==> config.mk <==
export PLATFORM = sky130hd
export DESIGN_NAME = blrc_regs
export DESIGN_NICKNAME = d
export VERILOG_FILES = /design/src/blrc_pkg.sv /design/src/blrc_cur_decode.sv /design/src/blrc_regs.sv
export SDC_FILE = /design/constraint.sdc
export NUM_CORES = 1
export LEC_CHECK = 0
export ABC_AREA = 1
export CAP_MARGIN = 10
export CELL_PAD_IN_SITES_DETAIL_PLACEMENT = 0
export CELL_PAD_IN_SITES_GLOBAL_PLACEMENT = 2
export CORE_MARGIN = 4
export CORE_UTILIZATION = 39
export DETAILED_ROUTE_END_ITERATION = 6
export DONT_BUFFER_PORTS = 1
export PLACE_DENSITY = 0.9
export SETUP_SLACK_MARGIN = 0.3
export SYNTH_ARGS = -nofsm -noshare
export SYNTH_HDL_FRONTEND = slang
export SYNTH_SLANG_ARGS = --single-unit
==> constraint.sdc <==
create_clock -name i_clk -period 5.3 [get_ports i_clk]
set_input_delay 0.265 -clock i_clk [delete_from_list [all_inputs] [get_ports i_clk]]
set_output_delay 0.265 -clock i_clk [all_outputs]
set_load 0.005 [all_outputs]
==> src/blrc_pkg.sv <==
//------------------------------------------------------------------
// backlight and regulator control register constants
//------------------------------------------------------------------
package blrc_pkg;

  //------------------------------------------------------------------
  // write port layout and field sizes
  //------------------------------------------------------------------
  localparam int ADDR_W = 5;      // up to 32 registers
  localparam int DATA_W = 6;      // six bits per register
  localparam int SINKS = 6;       // number of current sinks
  localparam int CUR_W = 6;       // current in half milliamps, 0..50
  localparam int DV_W = 6;        // voltage in 100 mV units, 0..33

  //------------------------------------------------------------------
  // register offsets
  //------------------------------------------------------------------
  localparam logic [4:0] SINK_ENABLE_MASK_OFS = 5'h00;
  localparam logic [4:0] MAIN_GROUP_CURRENT_OFS = 5'h01;
  localparam logic [4:0] SUB_GROUP_CURRENT_OFS = 5'h02;
  localparam logic [4:0] REGULATOR1_VOLTAGE_OFS = 5'h05;
  localparam logic [4:0] REGULATOR2_VOLTAGE_OFS = 5'h06;
  localparam logic [4:0] REGULATOR3_VOLTAGE_OFS = 5'h07;
  localparam logic [4:0] BANK_SPLIT_OFS = 5'h0A;

  //------------------------------------------------------------------
  // reset values
  //------------------------------------------------------------------
  localparam logic [5:0] SINK_EN_RST = 6'h00;
  localparam logic [4:0] CUR_CODE_RST = 5'h00;
  localparam logic [3:0] REG4_CODE_RST = 4'h0;
  localparam logic [2:0] REG3B_CODE_RST = 3'h0;
  localparam logic [2:0] SPLIT_RST = 3'h0;

  //------------------------------------------------------------------
  // decode anchors
  //------------------------------------------------------------------
  localparam logic [4:0] CUR_FIRST_HALF = 5'h04;  // 0.5 mA code
  localparam logic [4:0] CUR_FIRST_WHOLE = 5'h0E; // 6 mA code
  localparam logic [4:0] CUR_23MA = 5'h1E;
  localparam logic [5:0] HALF_23MA = 6'h2E;       // 46 half mA
  localparam logic [5:0] HALF_25MA = 6'h32;       // 50 half mA
  localparam logic [2:0] SPLIT_ALL_MAIN = 3'h6;   // codes 6,7 all main

  // data from the pulse decoder: one strobe with address and word
  typedef struct packed {
    logic stb;
    logic [ADDR_W-1:0] addr;
    logic [DATA_W-1:0] data;
  } blrc_wr_t;

  // regulator state: on flag and voltage in 100 mV steps
  typedef struct packed {
    logic on;
    logic [DV_W-1:0] dv;
  } blrc_ldo_t;

  // regulator 1 and 3 ladder, code to 100 mV units
  function automatic logic [DV_W-1:0] blrc_ladder4(input logic [3:0] code);
    logic [DV_W-1:0] v;
    v = 6'h00;
    if (code == 4'h0) v = 6'h00;
    else if (code <= 4'h7) v = 6'(6'h22 - {2'h0, code});
    else if (code <= 4'hA) v = 6'(6'h22 - {2'h0, code});
    else if (code == 4'hB) v = 6'h16;
    else v = 6'(6'h1E - {2'h0, code});
    return v;
  endfunction : blrc_ladder4

endpackage : blrc_pkg

==> src/blrc_cur_decode.sv <==
`timescale 1ns/1ns
//------------------------------------------------------------------
// current code to half milliamp decoder
//------------------------------------------------------------------
module blrc_cur_decode (
  input wire logic [4:0] i_code,    // 5-bit current code
  output logic [5:0] o_half_ma      // current in 0.5 mA units
);

  // ladder: off, reserved, half steps, whole steps, two top steps
  always_comb begin
    if (i_code < blrc_pkg::CUR_FIRST_HALF) begin
      // reserved codes drive no current, same as the off code
      o_half_ma = 6'h00;
    end else if (i_code < blrc_pkg::CUR_FIRST_WHOLE) begin
      o_half_ma = 6'({1'b0, i_code} - 6'h03);
    end else if (i_code < blrc_pkg::CUR_23MA) begin
      o_half_ma = 6'({i_code, 1'b0} - 6'h10);
    end else if (i_code == blrc_pkg::CUR_23MA) begin
      o_half_ma = blrc_pkg::HALF_23MA;
    end else begin
      o_half_ma = blrc_pkg::HALF_25MA;
    end
  end

endmodule : blrc_cur_decode

==> src/blrc_regs.sv <==
`timescale 1ns/1ns
//------------------------------------------------------------------
// backlight and regulator control register bank
//------------------------------------------------------------------
// the bank is fed by the pulse-wire decoder, which hands over one
// address and data word per completed write. there is no read port:
// software cannot see any of this state, only the analog outputs
// that it steers.
module blrc_regs (
  input wire logic i_clk,                       // 100 MHz clock
  input wire logic i_rst_b,                     // sync reset, low
  input wire blrc_pkg::blrc_wr_t i_wr,          // latched write
  output logic [5:0] o_sink_on,                 // sink conducting
  output logic [5:0] o_main_sel,                // sink in main group
  output logic [5:0][5:0] o_sink_half_ma,       // per-sink current
  output logic [5:0] o_main_half_ma,            // main group level
  output logic [5:0] o_sub_half_ma,             // sub group level
  output logic o_backlight_active,              // any sink on
  output blrc_pkg::blrc_ldo_t o_ldo1,           // regulator 1
  output blrc_pkg::blrc_ldo_t o_ldo2,           // regulator 2
  output blrc_pkg::blrc_ldo_t o_ldo3            // regulator 3
);

  //------------------------------------------------------------------
  // state
  //------------------------------------------------------------------
  // every flip-flop of the bank lives in this one struct; the
  // decoded outputs are held here too so that they come from flops
  typedef struct packed {
    logic [5:0] sink_enable_bits;   // stored enable mask
    logic [4:0] main_current_code;  // stored main code
    logic [4:0] sub_current_code;   // stored sub code
    logic [3:0] regulator1_code;    // stored regulator 1 code
    logic [2:0] regulator2_code;    // stored regulator 2 code
    logic [3:0] regulator3_code;    // stored regulator 3 code
    logic [2:0] bank_split_code;    // stored main group split
    logic [5:0] main_sel;           // decoded main membership
    logic [5:0] sink_on;            // decoded sink activity
    logic [5:0][5:0] sink_half_ma;  // decoded per-sink current
    logic [5:0] main_half_ma;       // decoded main level
    logic [5:0] sub_half_ma;        // decoded sub level
    blrc_pkg::blrc_ldo_t ldo1;      // decoded regulator 1
    blrc_pkg::blrc_ldo_t ldo2;      // decoded regulator 2
    blrc_pkg::blrc_ldo_t ldo3;      // decoded regulator 3
  } blrc_state_t;

  blrc_state_t state_reg;   // registered state
  blrc_state_t state_next;  // next state

  //------------------------------------------------------------------
  // decode helpers
  //------------------------------------------------------------------
  logic [5:0] main_dec;  // main code after the ladder
  logic [5:0] sub_dec;   // sub code after the ladder
  logic [4:0] main_code_in;  // main code as the coming edge stores it
  logic [4:0] sub_code_in;   // sub code as the coming edge stores it

  // true when this cycle carries a write to the given offset
  function automatic logic wr_hits(
    input blrc_pkg::blrc_wr_t wr,
    input logic [4:0] ofs
  );
    return wr.stb && (wr.addr == ofs);
  endfunction : wr_hits

  // split code to main membership mask, sink 0 first
  function automatic logic [5:0] split_mask(input logic [2:0] code);
    logic [5:0] m;
    m = 6'h3F;
    // codes past the last split leave every sink in the main group
    if (code < blrc_pkg::SPLIT_ALL_MAIN) begin
      m = 6'(6'h3F >> code);
    end
    return m;
  endfunction : split_mask

  // regulator 2 code: off, then 1.8 V down to 1.2 V
  function automatic blrc_pkg::blrc_ldo_t ldo2_decode(
    input logic [2:0] code
  );
    blrc_pkg::blrc_ldo_t r;
    r.on = (code != 3'h0);
    r.dv = r.on ? 6'(6'h13 - {3'h0, code}) : 6'h00;
    return r;
  endfunction : ldo2_decode

  // regulator 1 and 3 share one ladder, zero code means off
  function automatic blrc_pkg::blrc_ldo_t ldo4_decode(
    input logic [3:0] code
  );
    blrc_pkg::blrc_ldo_t r;
    r.on = (code != 4'h0);
    r.dv = blrc_pkg::blrc_ladder4(code);
    return r;
  endfunction : ldo4_decode

  //------------------------------------------------------------------
  // current ladders
  //------------------------------------------------------------------
  // decoders look at the next codes so that a write shows on the
  // outputs at the very edge that stores it; the codes are picked
  // from the write port and the stored copy, not from state_next,
  // so that the decoders do not close a loop through the process
  assign main_code_in = wr_hits(i_wr, blrc_pkg::MAIN_GROUP_CURRENT_OFS) ?
    i_wr.data[4:0] : state_reg.main_current_code;
  assign sub_code_in = wr_hits(i_wr, blrc_pkg::SUB_GROUP_CURRENT_OFS) ?
    i_wr.data[4:0] : state_reg.sub_current_code;

  blrc_cur_decode u_main_dec (
    .i_code(main_code_in),
    .o_half_ma(main_dec)
  );

  // the sub group uses the identical ladder
  blrc_cur_decode u_sub_dec (
    .i_code(sub_code_in),
    .o_half_ma(sub_dec)
  );

  //------------------------------------------------------------------
  // next state
  //------------------------------------------------------------------
  // register writes first, then every decoded field from the new
  // register contents
  always_comb begin
    state_next = state_reg;

    // register writes; unmapped addresses are dropped silently
    if (i_wr.stb) begin
      unique case (i_wr.addr)
        blrc_pkg::SINK_ENABLE_MASK_OFS: begin
          state_next.sink_enable_bits = i_wr.data;
        end
        blrc_pkg::MAIN_GROUP_CURRENT_OFS: begin
          // bit 5 is not kept, whatever the host sends
          state_next.main_current_code = i_wr.data[4:0];
        end
        blrc_pkg::SUB_GROUP_CURRENT_OFS: begin
          state_next.sub_current_code = i_wr.data[4:0];
        end
        blrc_pkg::REGULATOR1_VOLTAGE_OFS: begin
          // bits 5 and 4 are not kept
          state_next.regulator1_code = i_wr.data[3:0];
        end
        blrc_pkg::REGULATOR2_VOLTAGE_OFS: begin
          // bits 5 to 3 are not kept
          state_next.regulator2_code = i_wr.data[2:0];
        end
        blrc_pkg::REGULATOR3_VOLTAGE_OFS: begin
          state_next.regulator3_code = i_wr.data[3:0];
        end
        blrc_pkg::BANK_SPLIT_OFS: begin
          // upper bits are not kept, so a stray one cannot move sinks
          state_next.bank_split_code = i_wr.data[2:0];
        end
        default: begin
          // other addresses hold nothing in this bank
          state_next.sink_enable_bits = state_reg.sink_enable_bits;
        end
      endcase
    end

    // group levels follow the codes with no fade delay
    state_next.main_half_ma = main_dec;
    state_next.sub_half_ma = sub_dec;

    // membership: sinks beyond the main split fall to the sub group
    state_next.main_sel = split_mask(state_next.bank_split_code);

    // per-sink current: one shared level per group
    for (int i = 0; i < blrc_pkg::SINKS; i++) begin
      if (!state_next.sink_enable_bits[i]) begin
        // a cleared enable stops the sink whatever its group level
        state_next.sink_half_ma[i] = 6'h00;
      end else if (state_next.main_sel[i]) begin
        state_next.sink_half_ma[i] = main_dec;
      end else begin
        state_next.sink_half_ma[i] = sub_dec;
      end
      // the zero code also stops the sink although it stays enabled
      state_next.sink_on[i] = (state_next.sink_half_ma[i] != 6'h00);
    end

    // regulators: code selects the level and zero switches off
    state_next.ldo1 = ldo4_decode(state_next.regulator1_code);
    state_next.ldo2 = ldo2_decode(state_next.regulator2_code);
    state_next.ldo3 = ldo4_decode(state_next.regulator3_code);
  end

  //------------------------------------------------------------------
  // state register
  //------------------------------------------------------------------
  // all registers but main_sel come back at zero: sinks off, regulators off,
  // every sink in the main group
  always_ff @(posedge i_clk) begin
    if (!i_rst_b) begin
      state_reg.sink_enable_bits <= blrc_pkg::SINK_EN_RST;
      state_reg.main_current_code <= blrc_pkg::CUR_CODE_RST;
      state_reg.sub_current_code <= blrc_pkg::CUR_CODE_RST;
      state_reg.regulator1_code <= blrc_pkg::REG4_CODE_RST;
      state_reg.regulator2_code <= blrc_pkg::REG3B_CODE_RST;
      state_reg.regulator3_code <= blrc_pkg::REG4_CODE_RST;
      state_reg.bank_split_code <= blrc_pkg::SPLIT_RST;
      state_reg.main_sel <= 6'h3F;
      state_reg.sink_on <= 6'h00;
      state_reg.sink_half_ma <= '0;
      state_reg.main_half_ma <= 6'h00;
      state_reg.sub_half_ma <= 6'h00;
      state_reg.ldo1 <= '0;
      state_reg.ldo2 <= '0;
      state_reg.ldo3 <= '0;
    end else begin
      state_reg <= state_next;
    end
  end

  //------------------------------------------------------------------
  // outputs
  //------------------------------------------------------------------
  // every output but o_backlight_active is a flop; none of them feeds back to the host,
  // since the bank has no read path at all
  assign o_sink_on = state_reg.sink_on;
  assign o_main_sel = state_reg.main_sel;
  assign o_sink_half_ma = state_reg.sink_half_ma;
  assign o_main_half_ma = state_reg.main_half_ma;
  assign o_sub_half_ma = state_reg.sub_half_ma;
  // low here lets the charge pump drop into its sleep mode
  assign o_backlight_active = |state_reg.sink_on;
  assign o_ldo1 = state_reg.ldo1;
  assign o_ldo2 = state_reg.ldo2;
  assign o_ldo3 = state_reg.ldo3;

endmodule : blrc_regs

==> metrics.txt, run 1 <==
# TYPE chip_impl_metric gauge
chip_impl_info{name="outcome",value="finished, final reports clean"} 1
chip_impl_metric{name="max_slew.worst_pin.slew",unit="ps"} 760.3
chip_impl_metric{name="global_route.usage.total",unit="%"} 16.08
chip_impl_metric{name="cts.repair.resized",unit=""} 0
chip_impl_metric{name="hold_slack",unit="ps"} 17.88
chip_impl_info{name="post-synth-top-area-cell",value="sky130_fd_sc_hd__dfxtp_1"} 1
chip_impl_metric{name="power.density_cell_area",unit="nW/µm²"} 313.7
chip_impl_metric{name="clock_tree.htree_level_count",unit=""} 3
chip_impl_info{name="synthTopCellsByArea",value="sky130_fd_sc_hd__dfxtp_1 41%, sky130_fd_sc_hd__buf_4 11%, sky130_fd_sc_hd__nand2_1 9.5%, sky130_fd_sc_hd__nor2_1 6.0%, sky130_fd_sc_hd__inv_1 5.9%"} 1
chip_impl_metric{name="fmaxAchievable",unit="GHz"} 0.4435
chip_impl_metric{name="yosys_register_bits",unit=""} 109
chip_impl_metric{name="place_worst_setup_slack",unit="ps"} 2751
chip_impl_metric{name="wire_per_inst",unit="µm"} 15.30
chip_impl_info{name="ctsRootBufferMaster",value="sky130_fd_sc_hd__clkbuf_16"} 1
chip_impl_metric{name="worst_rel_slew_slack",unit="%"} 49.00
chip_impl_metric{name="seq_area_frac_synth",unit="%"} 40.98
chip_impl_metric{name="largest_reg_flops",unit=""} 36
chip_impl_metric{name="finalSetupTns",unit="ps"} 0
chip_impl_metric{name="cp_data_required_time",unit="ps"} 5540
chip_impl_metric{name="groute.layer.met1.usage",unit="%"} 20.35
chip_impl_metric{name="io_buffer_count",unit=""} 0
chip_impl_metric{name="antenna_found_initial",unit=""} 0
chip_impl_metric{name="timing.final.crit_share",unit="%"} 42.55
chip_impl_metric{name="finalHoldViolCount",unit=""} 0
chip_impl_metric{name="detailroute.via_count",unit=""} 3842
chip_impl_info{name="hold_path.startpoint",value="i_rst_b"} 1
chip_impl_metric{name="setup_violations",unit=""} 0
chip_impl_metric{name="number_of_cells_in_the_design_after_placement",unit=""} 787
chip_impl_metric{name="die_area",unit="µm²"} 15590
chip_impl_metric{name="placed_area",unit="µm²"} 4905
chip_impl_metric{name="die_width",unit="µm"} 124.9
chip_impl_metric{name="rows",unit=""} 42
chip_impl_metric{name="gp_congestion",unit=""} 0.8473
chip_impl_metric{name="p_leak",unit="nW"} 2.553
chip_impl_metric{name="place_hpwl",unit="µm"} 8915
chip_impl_metric{name="clk_path_buf_depth",unit=""} 2
chip_impl_metric{name="synth_edf_count",unit=""} 0
chip_impl_metric{name="worst-r2r-setup-slack",unit="ps"} 3260
chip_impl_metric{name="final_critical_path_setup_slack",unit="ps"} 3045
chip_impl_metric{name="r2r.worst_path.cells",unit=""} 11
chip_impl_metric{name="vdd.ir_drop.worst",unit="µV"} 145.0
chip_impl_metric{name="syn_area",unit="µm²"} 5325
chip_impl_metric{name="start_util",unit="%"} 40.05
chip_impl_metric{name="report.final.slew_viol_count",unit=""} 0
chip_impl_metric{name="first_global_vias",unit=""} 3701
chip_impl_info{name="hold_path.class",value="in -> reg"} 1
chip_impl_metric{name="num-nets-final",unit=""} 648
chip_impl_metric{name="cts_num_sinks",unit=""} 109
chip_impl_metric{name="final_core_utilization",unit="%"} 39.38
chip_impl_info{name="main_synth_ff_type",value="sky130_fd_sc_hd__dfxtp_1"} 1
chip_impl_metric{name="clkTransAtPathRegs",unit="ps"} 70
chip_impl_info{name="setup_repair_after_global_routing_missed_its_margin",value="no"} 1
chip_impl_metric{name="critPathMaxFanout",unit=""} 8
chip_impl_metric{name="core-area",unit="µm²"} 13300
chip_impl_metric{name="dr.first_iter.drc_count",unit=""} 261
chip_impl_metric{name="clock-skew-final",unit="ps"} 9.462
chip_impl_metric{name="antenna_cells",unit=""} 0
chip_impl_metric{name="drive_above_1_share",unit="%"} 12.94
chip_impl_metric{name="layout.filler_cells",unit=""} 1388
chip_impl_metric{name="period_needed",unit="ps"} 2255
chip_impl_info{name="top_usage_layer",value="met2"} 1
chip_impl_metric{name="routed_wl",unit="µm"} 12270
chip_impl_metric{name="drt-pass1-iter-count",unit=""} 5
chip_impl_metric{name="grt_util_met3",unit="%"} 4.160
chip_impl_metric{name="clkLatencyLatePin",unit="ps"} 350
chip_impl_metric{name="yosysWarnings",unit=""} 0
chip_impl_metric{name="synthesis.area_per_instance",unit="µm²"} 7.596
chip_impl_metric{name="synthArstFlopShare",unit="%"} 0
chip_impl_metric{name="grt_first_pass_wirelength",unit="µm"} 19830
chip_impl_info{name="tritoncts",value="done"} 1
chip_impl_metric{name="layout.cells.non_filler",unit=""} 802
chip_impl_metric{name="portion_of_synthesized_cell_area_occupied_by_the_leading_cell_type",unit="%"} 40.98
chip_impl_metric{name="viasPerCell",unit=""} 4.791
chip_impl_info{name="min_delay_worst_endpoint",value="o_main_sel[4]$_SDFF_PN1_"} 1
chip_impl_metric{name="grt_overflow_total",unit=""} 0
chip_impl_metric{name="drc_errors",unit=""} 0
chip_impl_metric{name="min_delay_path_depth",unit=""} 1
chip_impl_metric{name="power",unit="mW"} 1.643
chip_impl_info{name="critical_path.reg2reg.endpoint",value="o_sink_on[4]$_SDFF_PN0_"} 1
chip_impl_metric{name="postSynthCellCount",unit=""} 701
chip_impl_info{name="worst_setup_path_end_kind",value="flip-flop"} 1
chip_impl_metric{name="post-route-cell-area",unit="µm²"} 5236
chip_impl_metric{name="synthDistinctLibCells",unit=""} 43
chip_impl_metric{name="grt_max_degree",unit=""} 40
chip_impl_metric{name="die_height",unit="µm"} 124.9
chip_impl_metric{name="ios",unit=""} 96
chip_impl_metric{name="final_antenna_net_count",unit=""} 0
chip_impl_metric{name="maxCapViolCount",unit=""} 0
chip_impl_metric{name="area_growth_syn_to_layout",unit="%"} -1.668
chip_impl_metric{name="use_met2",unit="%"} 25.76
chip_impl_metric{name="synth_net_count",unit=""} 726
chip_impl_info{name="timing_worst_setup_path_type",value="in -> reg"} 1
chip_impl_info{name="worstReg2RegStart",value="state_reg[83]$_SDFF_PN0_"} 1
chip_impl_metric{name="tritoncts.num_buffers",unit=""} 9
chip_impl_metric{name="timing.critical_path.arrival",unit="ps"} 2490
chip_impl_info{name="critPathLaunchType",value="input port"} 1
==> where the power goes <==
group	internal (mW)	switching, mW	total [mW]
registers	0.828	0.00457	0.833
logic	0.0213	0.0615	0.0828
clock network	0.436	0.291	0.727
total	1.29	0.357	1.64
==> cells in the final DEF (no fill, tap or decap), types with 3 or more instances in the layout <==
cell type / count
sky130_fd_sc_hd__ha_1: 11
sky130_fd_sc_hd__or2_2: 3
sky130_fd_sc_hd__nand2_1: 135
sky130_fd_sc_hd__nand3_1: 42
sky130_fd_sc_hd__o21ai_2: 8
sky130_fd_sc_hd__dfxtp_1: 109
sky130_fd_sc_hd__clkbuf_16: 9
sky130_fd_sc_hd__nor3_1: 9
sky130_fd_sc_hd__inv_2: 9
sky130_fd_sc_hd__inv_1: 83
sky130_fd_sc_hd__nand3b_1: 3
sky130_fd_sc_hd__a21oi_1: 17
sky130_fd_sc_hd__nand2_4: 5
sky130_fd_sc_hd__nor2_4: 7
sky130_fd_sc_hd__nand3_2: 6
sky130_fd_sc_hd__nand3_4: 4
sky130_fd_sc_hd__nand2_2: 15
sky130_fd_sc_hd__nor2_1: 85
sky130_fd_sc_hd__o21ai_0: 24
sky130_fd_sc_hd__nand4_1: 4
sky130_fd_sc_hd__o21ai_1: 5
==> cells by family (layout without fill, tap and decap cells) <==
kind of cell	after synthesis	count (layout)	share of synthesized area, %
muxes	1	1	0.1880
DFF	109	109	40.98
other	2	2	0.1410
and+or+nand+nor	323	323	29.09
xor gates and xnor gates	2	2	0.3290
buffers and inverters	187	112	19.01
adders and majority gates	11	11	2.585
AOI/OAI and AO/OA	66	66	7.683
==> synth_stat cells, types with 5 or more instances <==
cell type and number:
sky130_fd_sc_hd__o21ai_0 24, sky130_fd_sc_hd__a21oi_1 17, sky130_fd_sc_hd__nor2_4 7, sky130_fd_sc_hd__nand2_2 15, sky130_fd_sc_hd__ha_1 11, sky130_fd_sc_hd__nand3_1 42
sky130_fd_sc_hd__o21ai_1 5, sky130_fd_sc_hd__buf_4 81, sky130_fd_sc_hd__inv_1 84, sky130_fd_sc_hd__clkbuf_1 7, sky130_fd_sc_hd__dfxtp_1 109, sky130_fd_sc_hd__nor2_1 85
sky130_fd_sc_hd__nor3_1 9, sky130_fd_sc_hd__nand2_1 135, sky130_fd_sc_hd__nand2_4 5, sky130_fd_sc_hd__inv_2 9, sky130_fd_sc_hd__nand3_2 6, sky130_fd_sc_hd__o21ai_2 8
==> critical path, cell delays in order <==
cell                       delay, ps
sky130_fd_sc_hd__inv_1           110
sky130_fd_sc_hd__nand2_1         110
sky130_fd_sc_hd__nor2_4          190
sky130_fd_sc_hd__nand3_4         150
sky130_fd_sc_hd__o21ai_2         260
sky130_fd_sc_hd__inv_2            90
sky130_fd_sc_hd__ha_1            440
sky130_fd_sc_hd__inv_1           190
sky130_fd_sc_hd__o21ai_0         320
sky130_fd_sc_hd__nand2_1          80
sky130_fd_sc_hd__nand3b_1        150
sky130_fd_sc_hd__nand2_1          60
sky130_fd_sc_hd__nand2_1          60
==> how the worst max path moves through the flow <==
stage,start,endpoint,slack (ps)
6_report,i_wr[6],o_sink_on[4]$_SDFF_PN0_,3050
2_1_floorplan,i_wr[6],o_sink_on[4]$_SDFF_PN0_,3170
3_5_place_dp,i_wr[6],o_sink_on[4]$_SDFF_PN0_,2750
4_1_cts,i_wr[6],o_sink_on[4]$_SDFF_PN0_,3110
3_3_place_gp,i_wr[6],o_sink_on[4]$_SDFF_PN0_,2770
5_1_grt,i_wr[6],o_sink_on[4]$_SDFF_PN0_,2870
==> timing repair <==
item                                   in CTS  in global routing
endpoints found under the hold margin       3                  0
buffers inserted                            0                  0
hold buffers                                1                  0
setup endpoints to repair                   0                  0
==> area by class of cell <==
| type | count | area [µm²] | share of cell area [%] |
|---|---|---|---|
| Sequential cell | 109 | 2182 | 41.67 |
| Multi-Input combinational cell | 405 | 2131 | 40.69 |
| Inverter | 96 | 364.1 | 6.953 |
| Clock buffer | 11 | 252.7 | 4.827 |
| Tap cell | 176 | 220.2 | 4.205 |
| Clock inverter | 3 | 68.82 | 1.314 |
| Timing Repair Buffer | 2 | 17.52 | 0.3345 |
==> routing by layer <==
| layer | part of all wire [%] | vias up | wire [µm] |
|---|---|---|---|
| met5 | 0 | - | 0 |
| met4 | 1.9 | 0 | 238 |
| met3 | 7.8 | 18 | 955 |
| met2 | 46 | 113 | 5628 |
| met1 | 44 | 1785 | 5445 |
| li1 | - | 1926 | - |
Note: power is estimated with default switching activity, not from simulation.
==> run 2: changes to the inputs <==
--- a/config.mk
+++ b/config.mk
@@ -10,10 +10,10 @@
 export CELL_PAD_IN_SITES_DETAIL_PLACEMENT = 0
 export CELL_PAD_IN_SITES_GLOBAL_PLACEMENT = 2
 export CORE_MARGIN = 4
-export CORE_UTILIZATION = 39
+export CORE_UTILIZATION = 36
 export DETAILED_ROUTE_END_ITERATION = 6
 export DONT_BUFFER_PORTS = 1
-export PLACE_DENSITY = 0.9
+export PLACE_DENSITY = 0.85
 export SETUP_SLACK_MARGIN = 0.3
 export SYNTH_ARGS = -nofsm -noshare
 export SYNTH_HDL_FRONTEND = slang
==> constraint.sdc (replaced) <==
create_clock -name i_clk -period 2.3 [get_ports i_clk]
set_input_delay 0.115 -clock i_clk [delete_from_list [all_inputs] [get_ports i_clk]]
set_output_delay 0.115 -clock i_clk [all_outputs]
set_load 0.005 [all_outputs]
==> metrics.txt, run 2 (synthesis gave the netlist of run 1 again) <==
# TYPE chip_impl_metric gauge
chip_impl_info{name="outcome",value="finished, final reports clean"} 1
chip_impl_metric{name="drt-pass1-iter-count",unit=""} 5
chip_impl_metric{name="r2r.worst_path.cells",unit=""} 13
chip_impl_metric{name="p_leak",unit="nW"} 2.625
chip_impl_metric{name="place_hpwl",unit="µm"} 9183
chip_impl_metric{name="die_height",unit="µm"} 129.6
chip_impl_info{name="min_delay_worst_endpoint",value="o_ldo3[6]$_SDFF_PN0_"} 1
chip_impl_info{name="mostFrequentLayoutCell",value="sky130_fd_sc_hd__nand2_1"} 1
chip_impl_info{name="critPathLaunchType",value="flip-flop"} 1
chip_impl_metric{name="routed_wl",unit="µm"} 12610
chip_impl_info{name="critical_path.reg2reg.endpoint",value="o_sink_on[2]$_SDFF_PN0_"} 1
chip_impl_metric{name="antenna_cells",unit=""} 0
chip_impl_metric{name="cts_setup_buffers",unit=""} 0
chip_impl_metric{name="drive_above_1_share",unit="%"} 15.56
chip_impl_metric{name="number_of_cells_in_the_design_after_placement",unit=""} 811
chip_impl_metric{name="hold_slack",unit="ps"} 7.162
chip_impl_metric{name="grt_overflow_total",unit=""} 0
chip_impl_metric{name="clkTransAtPathRegs",unit="ps"} 80
chip_impl_info{name="highest_count_cells_in_the_layout_ignoring_fill_and_taps",value="135 x sky130_fd_sc_hd__nand2_1, 109 x sky130_fd_sc_hd__dfxtp_1, 85 x sky130_fd_sc_hd__nor2_1"} 1
chip_impl_metric{name="detailroute.via_count",unit=""} 3849
chip_impl_info{name="tritoncts",value="done"} 1
chip_impl_metric{name="maxCapViolCount",unit=""} 0
chip_impl_metric{name="critPathMaxFanout",unit=""} 10
chip_impl_metric{name="power",unit="mW"} 3.642
chip_impl_metric{name="viasPerCell",unit=""} 4.621
chip_impl_metric{name="power.density_cell_area",unit="nW/µm²"} 675.6
chip_impl_metric{name="setup_violations",unit=""} 0
chip_impl_metric{name="report.final.slew_viol_count",unit=""} 0
chip_impl_metric{name="tritoncts.num_buffers",unit=""} 9
chip_impl_metric{name="cts_num_sinks",unit=""} 109
chip_impl_metric{name="io_buffer_count",unit=""} 0
chip_impl_metric{name="final_antenna_net_count",unit=""} 0
chip_impl_metric{name="timing.final.crit_share",unit="%"} 83.38
chip_impl_metric{name="max_slew.worst_pin.slew",unit="ps"} 590.6
chip_impl_metric{name="clock_tree.htree_level_count",unit=""} 3
chip_impl_metric{name="first_global_vias",unit=""} 3568
chip_impl_metric{name="clk_path_buf_depth",unit=""} 2
chip_impl_metric{name="antenna_found_initial",unit=""} 0
chip_impl_metric{name="layout.cells.non_filler",unit=""} 833
chip_impl_metric{name="cp_data_required_time",unit="ps"} 2540
chip_impl_metric{name="clock-skew-final",unit="ps"} 9.562
chip_impl_metric{name="global_route.usage.total",unit="%"} 15.34
chip_impl_metric{name="die_width",unit="µm"} 129.6
chip_impl_metric{name="grt_first_pass_wirelength",unit="µm"} 19700
chip_impl_metric{name="fmaxAchievable",unit="GHz"} 0.5215
chip_impl_metric{name="gp_congestion",unit=""} 0.8027
chip_impl_metric{name="die_area",unit="µm²"} 16800
chip_impl_metric{name="rows",unit=""} 44
chip_impl_metric{name="min_delay_path_depth",unit=""} 2
chip_impl_metric{name="ios",unit=""} 96
chip_impl_info{name="ctsRootBufferMaster",value="sky130_fd_sc_hd__clkbuf_16"} 1
chip_impl_metric{name="timing.critical_path.arrival",unit="ps"} 2150
chip_impl_metric{name="layout.filler_cells",unit=""} 1555
chip_impl_metric{name="core-area",unit="µm²"} 14530
chip_impl_metric{name="clkLatencyLatePin",unit="ps"} 360
chip_impl_metric{name="worst-r2r-setup-slack",unit="ps"} 380
chip_impl_metric{name="wire_per_inst",unit="µm"} 15.13
chip_impl_info{name="hold_path.startpoint",value="i_rst_b"} 1
chip_impl_metric{name="period_needed",unit="ps"} 1918
chip_impl_metric{name="finalHoldViolCount",unit=""} 0
chip_impl_metric{name="start_util",unit="%"} 36.64
chip_impl_metric{name="grt_max_degree",unit=""} 32
chip_impl_metric{name="finalSetupTns",unit="ps"} 0
chip_impl_info{name="setup_repair_after_global_routing_missed_its_margin",value="yes"} 1
chip_impl_metric{name="largest_reg_flops",unit=""} 36
chip_impl_metric{name="num-nets-final",unit=""} 669
chip_impl_metric{name="vdd.ir_drop.worst",unit="µV"} 360.7
chip_impl_metric{name="worst_rel_slew_slack",unit="%"} 60.50
chip_impl_info{name="hold_path.class",value="in -> reg"} 1
chip_impl_metric{name="area_growth_syn_to_layout",unit="%"} 1.245
chip_impl_info{name="worst_setup_path_end_kind",value="flip-flop"} 1
chip_impl_info{name="timing_worst_setup_path_type",value="reg -> reg"} 1
chip_impl_metric{name="dr.first_iter.drc_count",unit=""} 352
chip_impl_metric{name="drc_errors",unit=""} 0
chip_impl_info{name="worstReg2RegStart",value="state_reg[83]$_SDFF_PN0_"} 1
## run 2: repair_timing
| action | CTS | global route |
|---|---|---|
| hold buffers | 5 | 1 |
| endpoints found under the hold margin | 19 | 1 |
| endpoints found under the setup margin | 0 | 12 |
| resized for setup | 0 | 3 |
## run 2: layer usage
layer / part of all wire, % / global-route usage [%] / up-vias
met2: 44 / 22.54 / 116
met3: 7.6 / 4.905 / 11
met5: 0 / 0 / -
met4: 0.79 / 3.851 / 0
li1: - / - / 1974
met1: 48 / 21.80 / 1748
## run 2: power by group
part | leakage, nW | internal [mW] | switching [mW]
sequential | 0.880 | 1.91 | 0.0102
clock | 0.140 | 0.759 | 0.752
combinational | 1.61 | 0.0630 | 0.150
total | 2.62 | 2.73 | 0.912
## run 2: how the worst max path moves through the flow
stage	start	endpoint	slack, ps	cells past startpoint
after floorplan	i_wr[6]	o_sink_on[4]$_SDFF_PN0_	320	13
after global placement	i_wr[10]	o_ldo3[1]$_SDFF_PP0_	90	12
after detailed placement	i_wr[10]	o_ldo3[1]$_SDFF_PP0_	70	12
after CTS	state_reg[83]$_SDFF_PN0_	o_sink_on[2]$_SDFF_PN0_	400	13
after global routing	state_reg[83]$_SDFF_PN0_	o_sink_on[2]$_SDFF_PN0_	190	13
final	state_reg[83]$_SDFF_PN0_	o_sink_on[2]$_SDFF_PN0_	380	13
## run 2: worst max-delay path: stages, from the launching register on
cell and delay, ps:
sky130_fd_sc_hd__dfxtp_1 310, sky130_fd_sc_hd__inv_1 30, sky130_fd_sc_hd__nand2_1 60, sky130_fd_sc_hd__o21ai_2 90, sky130_fd_sc_hd__inv_2 90, sky130_fd_sc_hd__ha_1 280, sky130_fd_sc_hd__clkinvlp_4 230, sky130_fd_sc_hd__o21bai_1 200
sky130_fd_sc_hd__nand3_1 120, sky130_fd_sc_hd__nand2_1 60, sky130_fd_sc_hd__nor2_1 100, sky130_fd_sc_hd__nand3_1 80, sky130_fd_sc_hd__nor2_1 90, sky130_fd_sc_hd__nor2_1 50
## run 2: final cells by class
class | count | area, µm² | area share (%)
inverter | 96 | 367.9 | 6.823
multi-input combinational | 405 | 2140 | 39.68
timing repair buffer | 23 | 187.7 | 3.481
clock inverter | 6 | 55.05 | 1.021
sequential | 109 | 2182 | 40.47
tap | 184 | 230.2 | 4.270
clock buffer | 10 | 229.0 | 4.247
## run 2: stage by stage
stage          cell area, µm²  worst slack (ps)  utilization (%)
5_1_grt                  5391             193.2            37.10
3_5_place_dp             5035             72.80            34.64
2_1_floorplan            5325             322.6                -
4_1_cts                  5369             397.5            36.94
3_3_place_gp             5035             94.26            34.64
6_report                 5391             382.4            37.10
==> run 3: changes to the inputs <==
==> constraint.sdc (replaced) <==
create_clock -name i_clk -period 2 [get_ports i_clk]
set_input_delay 0.1 -clock i_clk [delete_from_list [all_inputs] [get_ports i_clk]]
set_output_delay 0.1 -clock i_clk [all_outputs]
set_load 0.005 [all_outputs]
==> metrics.txt, run 3 (synthesis gave the netlist of run 1 again) <==
# TYPE chip_impl_metric gauge
chip_impl_info{name="outcome",value="finished with violations"} 1
chip_impl_info{name="failed_checks",value="hold timing"} 1
chip_impl_metric{name="p_leak",unit="nW"} 2.803
chip_impl_metric{name="cp_data_required_time",unit="ps"} 2240
chip_impl_metric{name="drive_above_1_share",unit="%"} 28.13
chip_impl_info{name="hold_path.class",value="in -> reg"} 1
chip_impl_info{name="worstReg2RegStart",value="state_reg[96]$_SDFFE_PN0P_"} 1
chip_impl_metric{name="rows",unit=""} 44
chip_impl_metric{name="grt_first_pass_wirelength",unit="µm"} 20250
chip_impl_metric{name="num-nets-final",unit=""} 707
chip_impl_metric{name="start_util",unit="%"} 36.64
chip_impl_metric{name="tritoncts.num_buffers",unit=""} 9
chip_impl_info{name="highest_count_cells_in_the_layout_ignoring_fill_and_taps",value="119 x sky130_fd_sc_hd__nand2_1, 109 x sky130_fd_sc_hd__dfxtp_1, 79 x sky130_fd_sc_hd__nor2_1"} 1
chip_impl_metric{name="timing.critical_path.arrival",unit="ps"} 1970
chip_impl_metric{name="detailroute.via_count",unit=""} 4036
chip_impl_metric{name="final_core_utilization",unit="%"} 41.50
chip_impl_metric{name="viasPerCell",unit=""} 4.639
chip_impl_metric{name="gp_congestion",unit=""} 0.8839
chip_impl_metric{name="ios",unit=""} 96
chip_impl_metric{name="dr.first_iter.drc_count",unit=""} 312
chip_impl_metric{name="r2r.worst_path.cells",unit=""} 13
chip_impl_metric{name="routed_wl",unit="µm"} 13230
chip_impl_metric{name="clock_tree.htree_level_count",unit=""} 3
chip_impl_metric{name="antenna_cells",unit=""} 0
chip_impl_metric{name="power.density_cell_area",unit="nW/µm²"} 712.0
chip_impl_metric{name="antenna_found_initial",unit=""} 0
chip_impl_info{name="setup_repair_after_global_routing_missed_its_margin",value="yes"} 1
chip_impl_metric{name="critPathMaxFanout",unit=""} 6
chip_impl_metric{name="timing.final.crit_share",unit="%"} 86.84
chip_impl_metric{name="worst_rel_slew_slack",unit="%"} 63.70
chip_impl_metric{name="core-area",unit="µm²"} 14530
chip_impl_metric{name="die_height",unit="µm"} 129.6
chip_impl_metric{name="io_buffer_count",unit=""} 0
chip_impl_metric{name="worst-r2r-setup-slack",unit="ps"} 260
chip_impl_metric{name="clkLatencyLatePin",unit="ps"} 360
chip_impl_metric{name="global_route.usage.total",unit="%"} 15.61
chip_impl_metric{name="finalHoldViolCount",unit=""} 1
chip_impl_metric{name="cts_num_sinks",unit=""} 109
chip_impl_metric{name="drc_errors",unit=""} 0
chip_impl_metric{name="report.final.slew_viol_count",unit=""} 0
chip_impl_info{name="critPathLaunchType",value="flip-flop"} 1
chip_impl_info{name="worstSetupEndpoint",value="o_sink_on[2]$_SDFF_PN0_"} 1
chip_impl_metric{name="clk_path_buf_depth",unit=""} 2
chip_impl_metric{name="period_needed",unit="ps"} 1737
chip_impl_info{name="critical_path.reg2reg.endpoint",value="o_sink_on[2]$_SDFF_PN0_"} 1
chip_impl_metric{name="clkTransAtPathRegs",unit="ps"} 70
chip_impl_metric{name="die_width",unit="µm"} 129.6
chip_impl_info{name="ctsRootBufferMaster",value="sky130_fd_sc_hd__clkbuf_16"} 1
chip_impl_info{name="worst_setup_path_end_kind",value="flip-flop"} 1
chip_impl_metric{name="max_slew.worst_pin.slew",unit="ps"} 541.1
chip_impl_metric{name="area_growth_syn_to_layout",unit="%"} 13.28
chip_impl_metric{name="maxCapViolCount",unit=""} 0
chip_impl_info{name="cp-startpoint",value="state_reg[96]$_SDFFE_PN0P_"} 1
chip_impl_info{name="timing_worst_setup_path_type",value="reg -> reg"} 1
chip_impl_info{name="tritoncts",value="done"} 1
chip_impl_metric{name="place_hpwl",unit="µm"} 9324
chip_impl_metric{name="vdd.ir_drop.worst",unit="µV"} 414.3
chip_impl_metric{name="hold_slack",unit="ps"} -8.603
chip_impl_metric{name="grt_max_degree",unit=""} 22
chip_impl_metric{name="final_antenna_net_count",unit=""} 0
chip_impl_metric{name="largest_reg_flops",unit=""} 36
chip_impl_metric{name="fmaxAchievable",unit="GHz"} 0.5758
chip_impl_metric{name="wire_per_inst",unit="µm"} 15.21
chip_impl_metric{name="die_area",unit="µm²"} 16800
chip_impl_metric{name="clock-skew-final",unit="ps"} 11.77
chip_impl_metric{name="layout.filler_cells",unit=""} 1484
chip_impl_metric{name="setup_violations",unit=""} 0
chip_impl_metric{name="power",unit="mW"} 4.295
chip_impl_metric{name="first_global_vias",unit=""} 3798
chip_impl_info{name="mostFrequentLayoutCell",value="sky130_fd_sc_hd__nand2_1"} 1
chip_impl_metric{name="grt_overflow_total",unit=""} 0
chip_impl_metric{name="drt-pass1-iter-count",unit=""} 5
-- run 3: area by class of cell --
type | instances | area (µm²) | area share, %
Timing Repair Buffer | 61 | 481.7 | 7.986
Clock buffer | 12 | 246.5 | 4.086
Inverter | 96 | 385.4 | 6.389
Clock inverter | 3 | 46.29 | 0.7675
Multi-Input combinational cell | 405 | 2460 | 40.78
Tap cell | 184 | 230.2 | 3.817
Sequential cell | 109 | 2182 | 36.17
-- run 3: through the flow --
step	std cells	TNS, ps	setup WS (ps)	cell area, µm²
6_report	870	0	263.2	6032
5_1_grt	870	0	135.9	6032
4_1_cts	858	0	294.4	5766
3_5_place_dp	819	-31.65	-31.65	5190
3_3_place_gp	819	-22.92	-22.92	5190
2_1_floorplan	701	0	216.4	5420
-- run 3: routing by layer --
layer	wire, µm	vias to the layer above	track usage [%]
met4	268	0	6.846
met2	6021	120	23.14
li1	-	2058	-
met1	6059	1840	21.61
met3	882	18	3.710
met5	0	-	0
-- run 3: power by group --
part           internal [mW]  leakage, nW  switching [mW]
Sequential              2.19        0.880          0.0115
Clock                   1.00        0.139           0.792
Combinational         0.0995         1.78           0.194
Total                   3.30         2.80           0.998
-- run 3: worst min path at each step --
stage | end | start | cells past startpoint
5_1_grt | o_sink_half_ma[26]$_SDFF_PN0_ | i_rst_b | 3
2_1_floorplan | state_reg[95]$_SDFFE_PN0P_ | i_wr[0] | 2
3_5_place_dp | o_main_sel[5]$_SDFF_PN1_ | i_rst_b | 1
3_3_place_gp | o_main_sel[4]$_SDFF_PN1_ | i_rst_b | 1
4_1_cts | o_main_sel[5]$_SDFF_PN1_ | i_rst_b | 1
6_report | o_ldo3[6]$_SDFF_PN0_ | i_rst_b | 2
-- run 3: repair_timing --
action | in CTS | in global routing
endpoints found under the hold margin | 22 | 10
buffers inserted | 17 | 12
pin swaps | 16 | 20
gates resized for setup | 20 | 46
setup endpoints to repair | 6 | 34
hold buffers | 7 | 1
-- run 3: critical path, stage by stage (launching register included) --
cell and delay [ps]:
sky130_fd_sc_hd__dfxtp_1 340, sky130_fd_sc_hd__nand2_2 70, sky130_fd_sc_hd__o21ai_4 110, sky130_fd_sc_hd__ha_2 200
sky130_fd_sc_hd__inv_1 40, sky130_fd_sc_hd__nand3_2 90, sky130_fd_sc_hd__a21oi_2 50, sky130_fd_sc_hd__buf_4 160
sky130_fd_sc_hd__nor2_2 110, sky130_fd_sc_hd__nor2_1 60, sky130_fd_sc_hd__nor2_1 90, sky130_fd_sc_hd__nand3_1 80
sky130_fd_sc_hd__nor2_2 120, sky130_fd_sc_hd__nor2_1 60
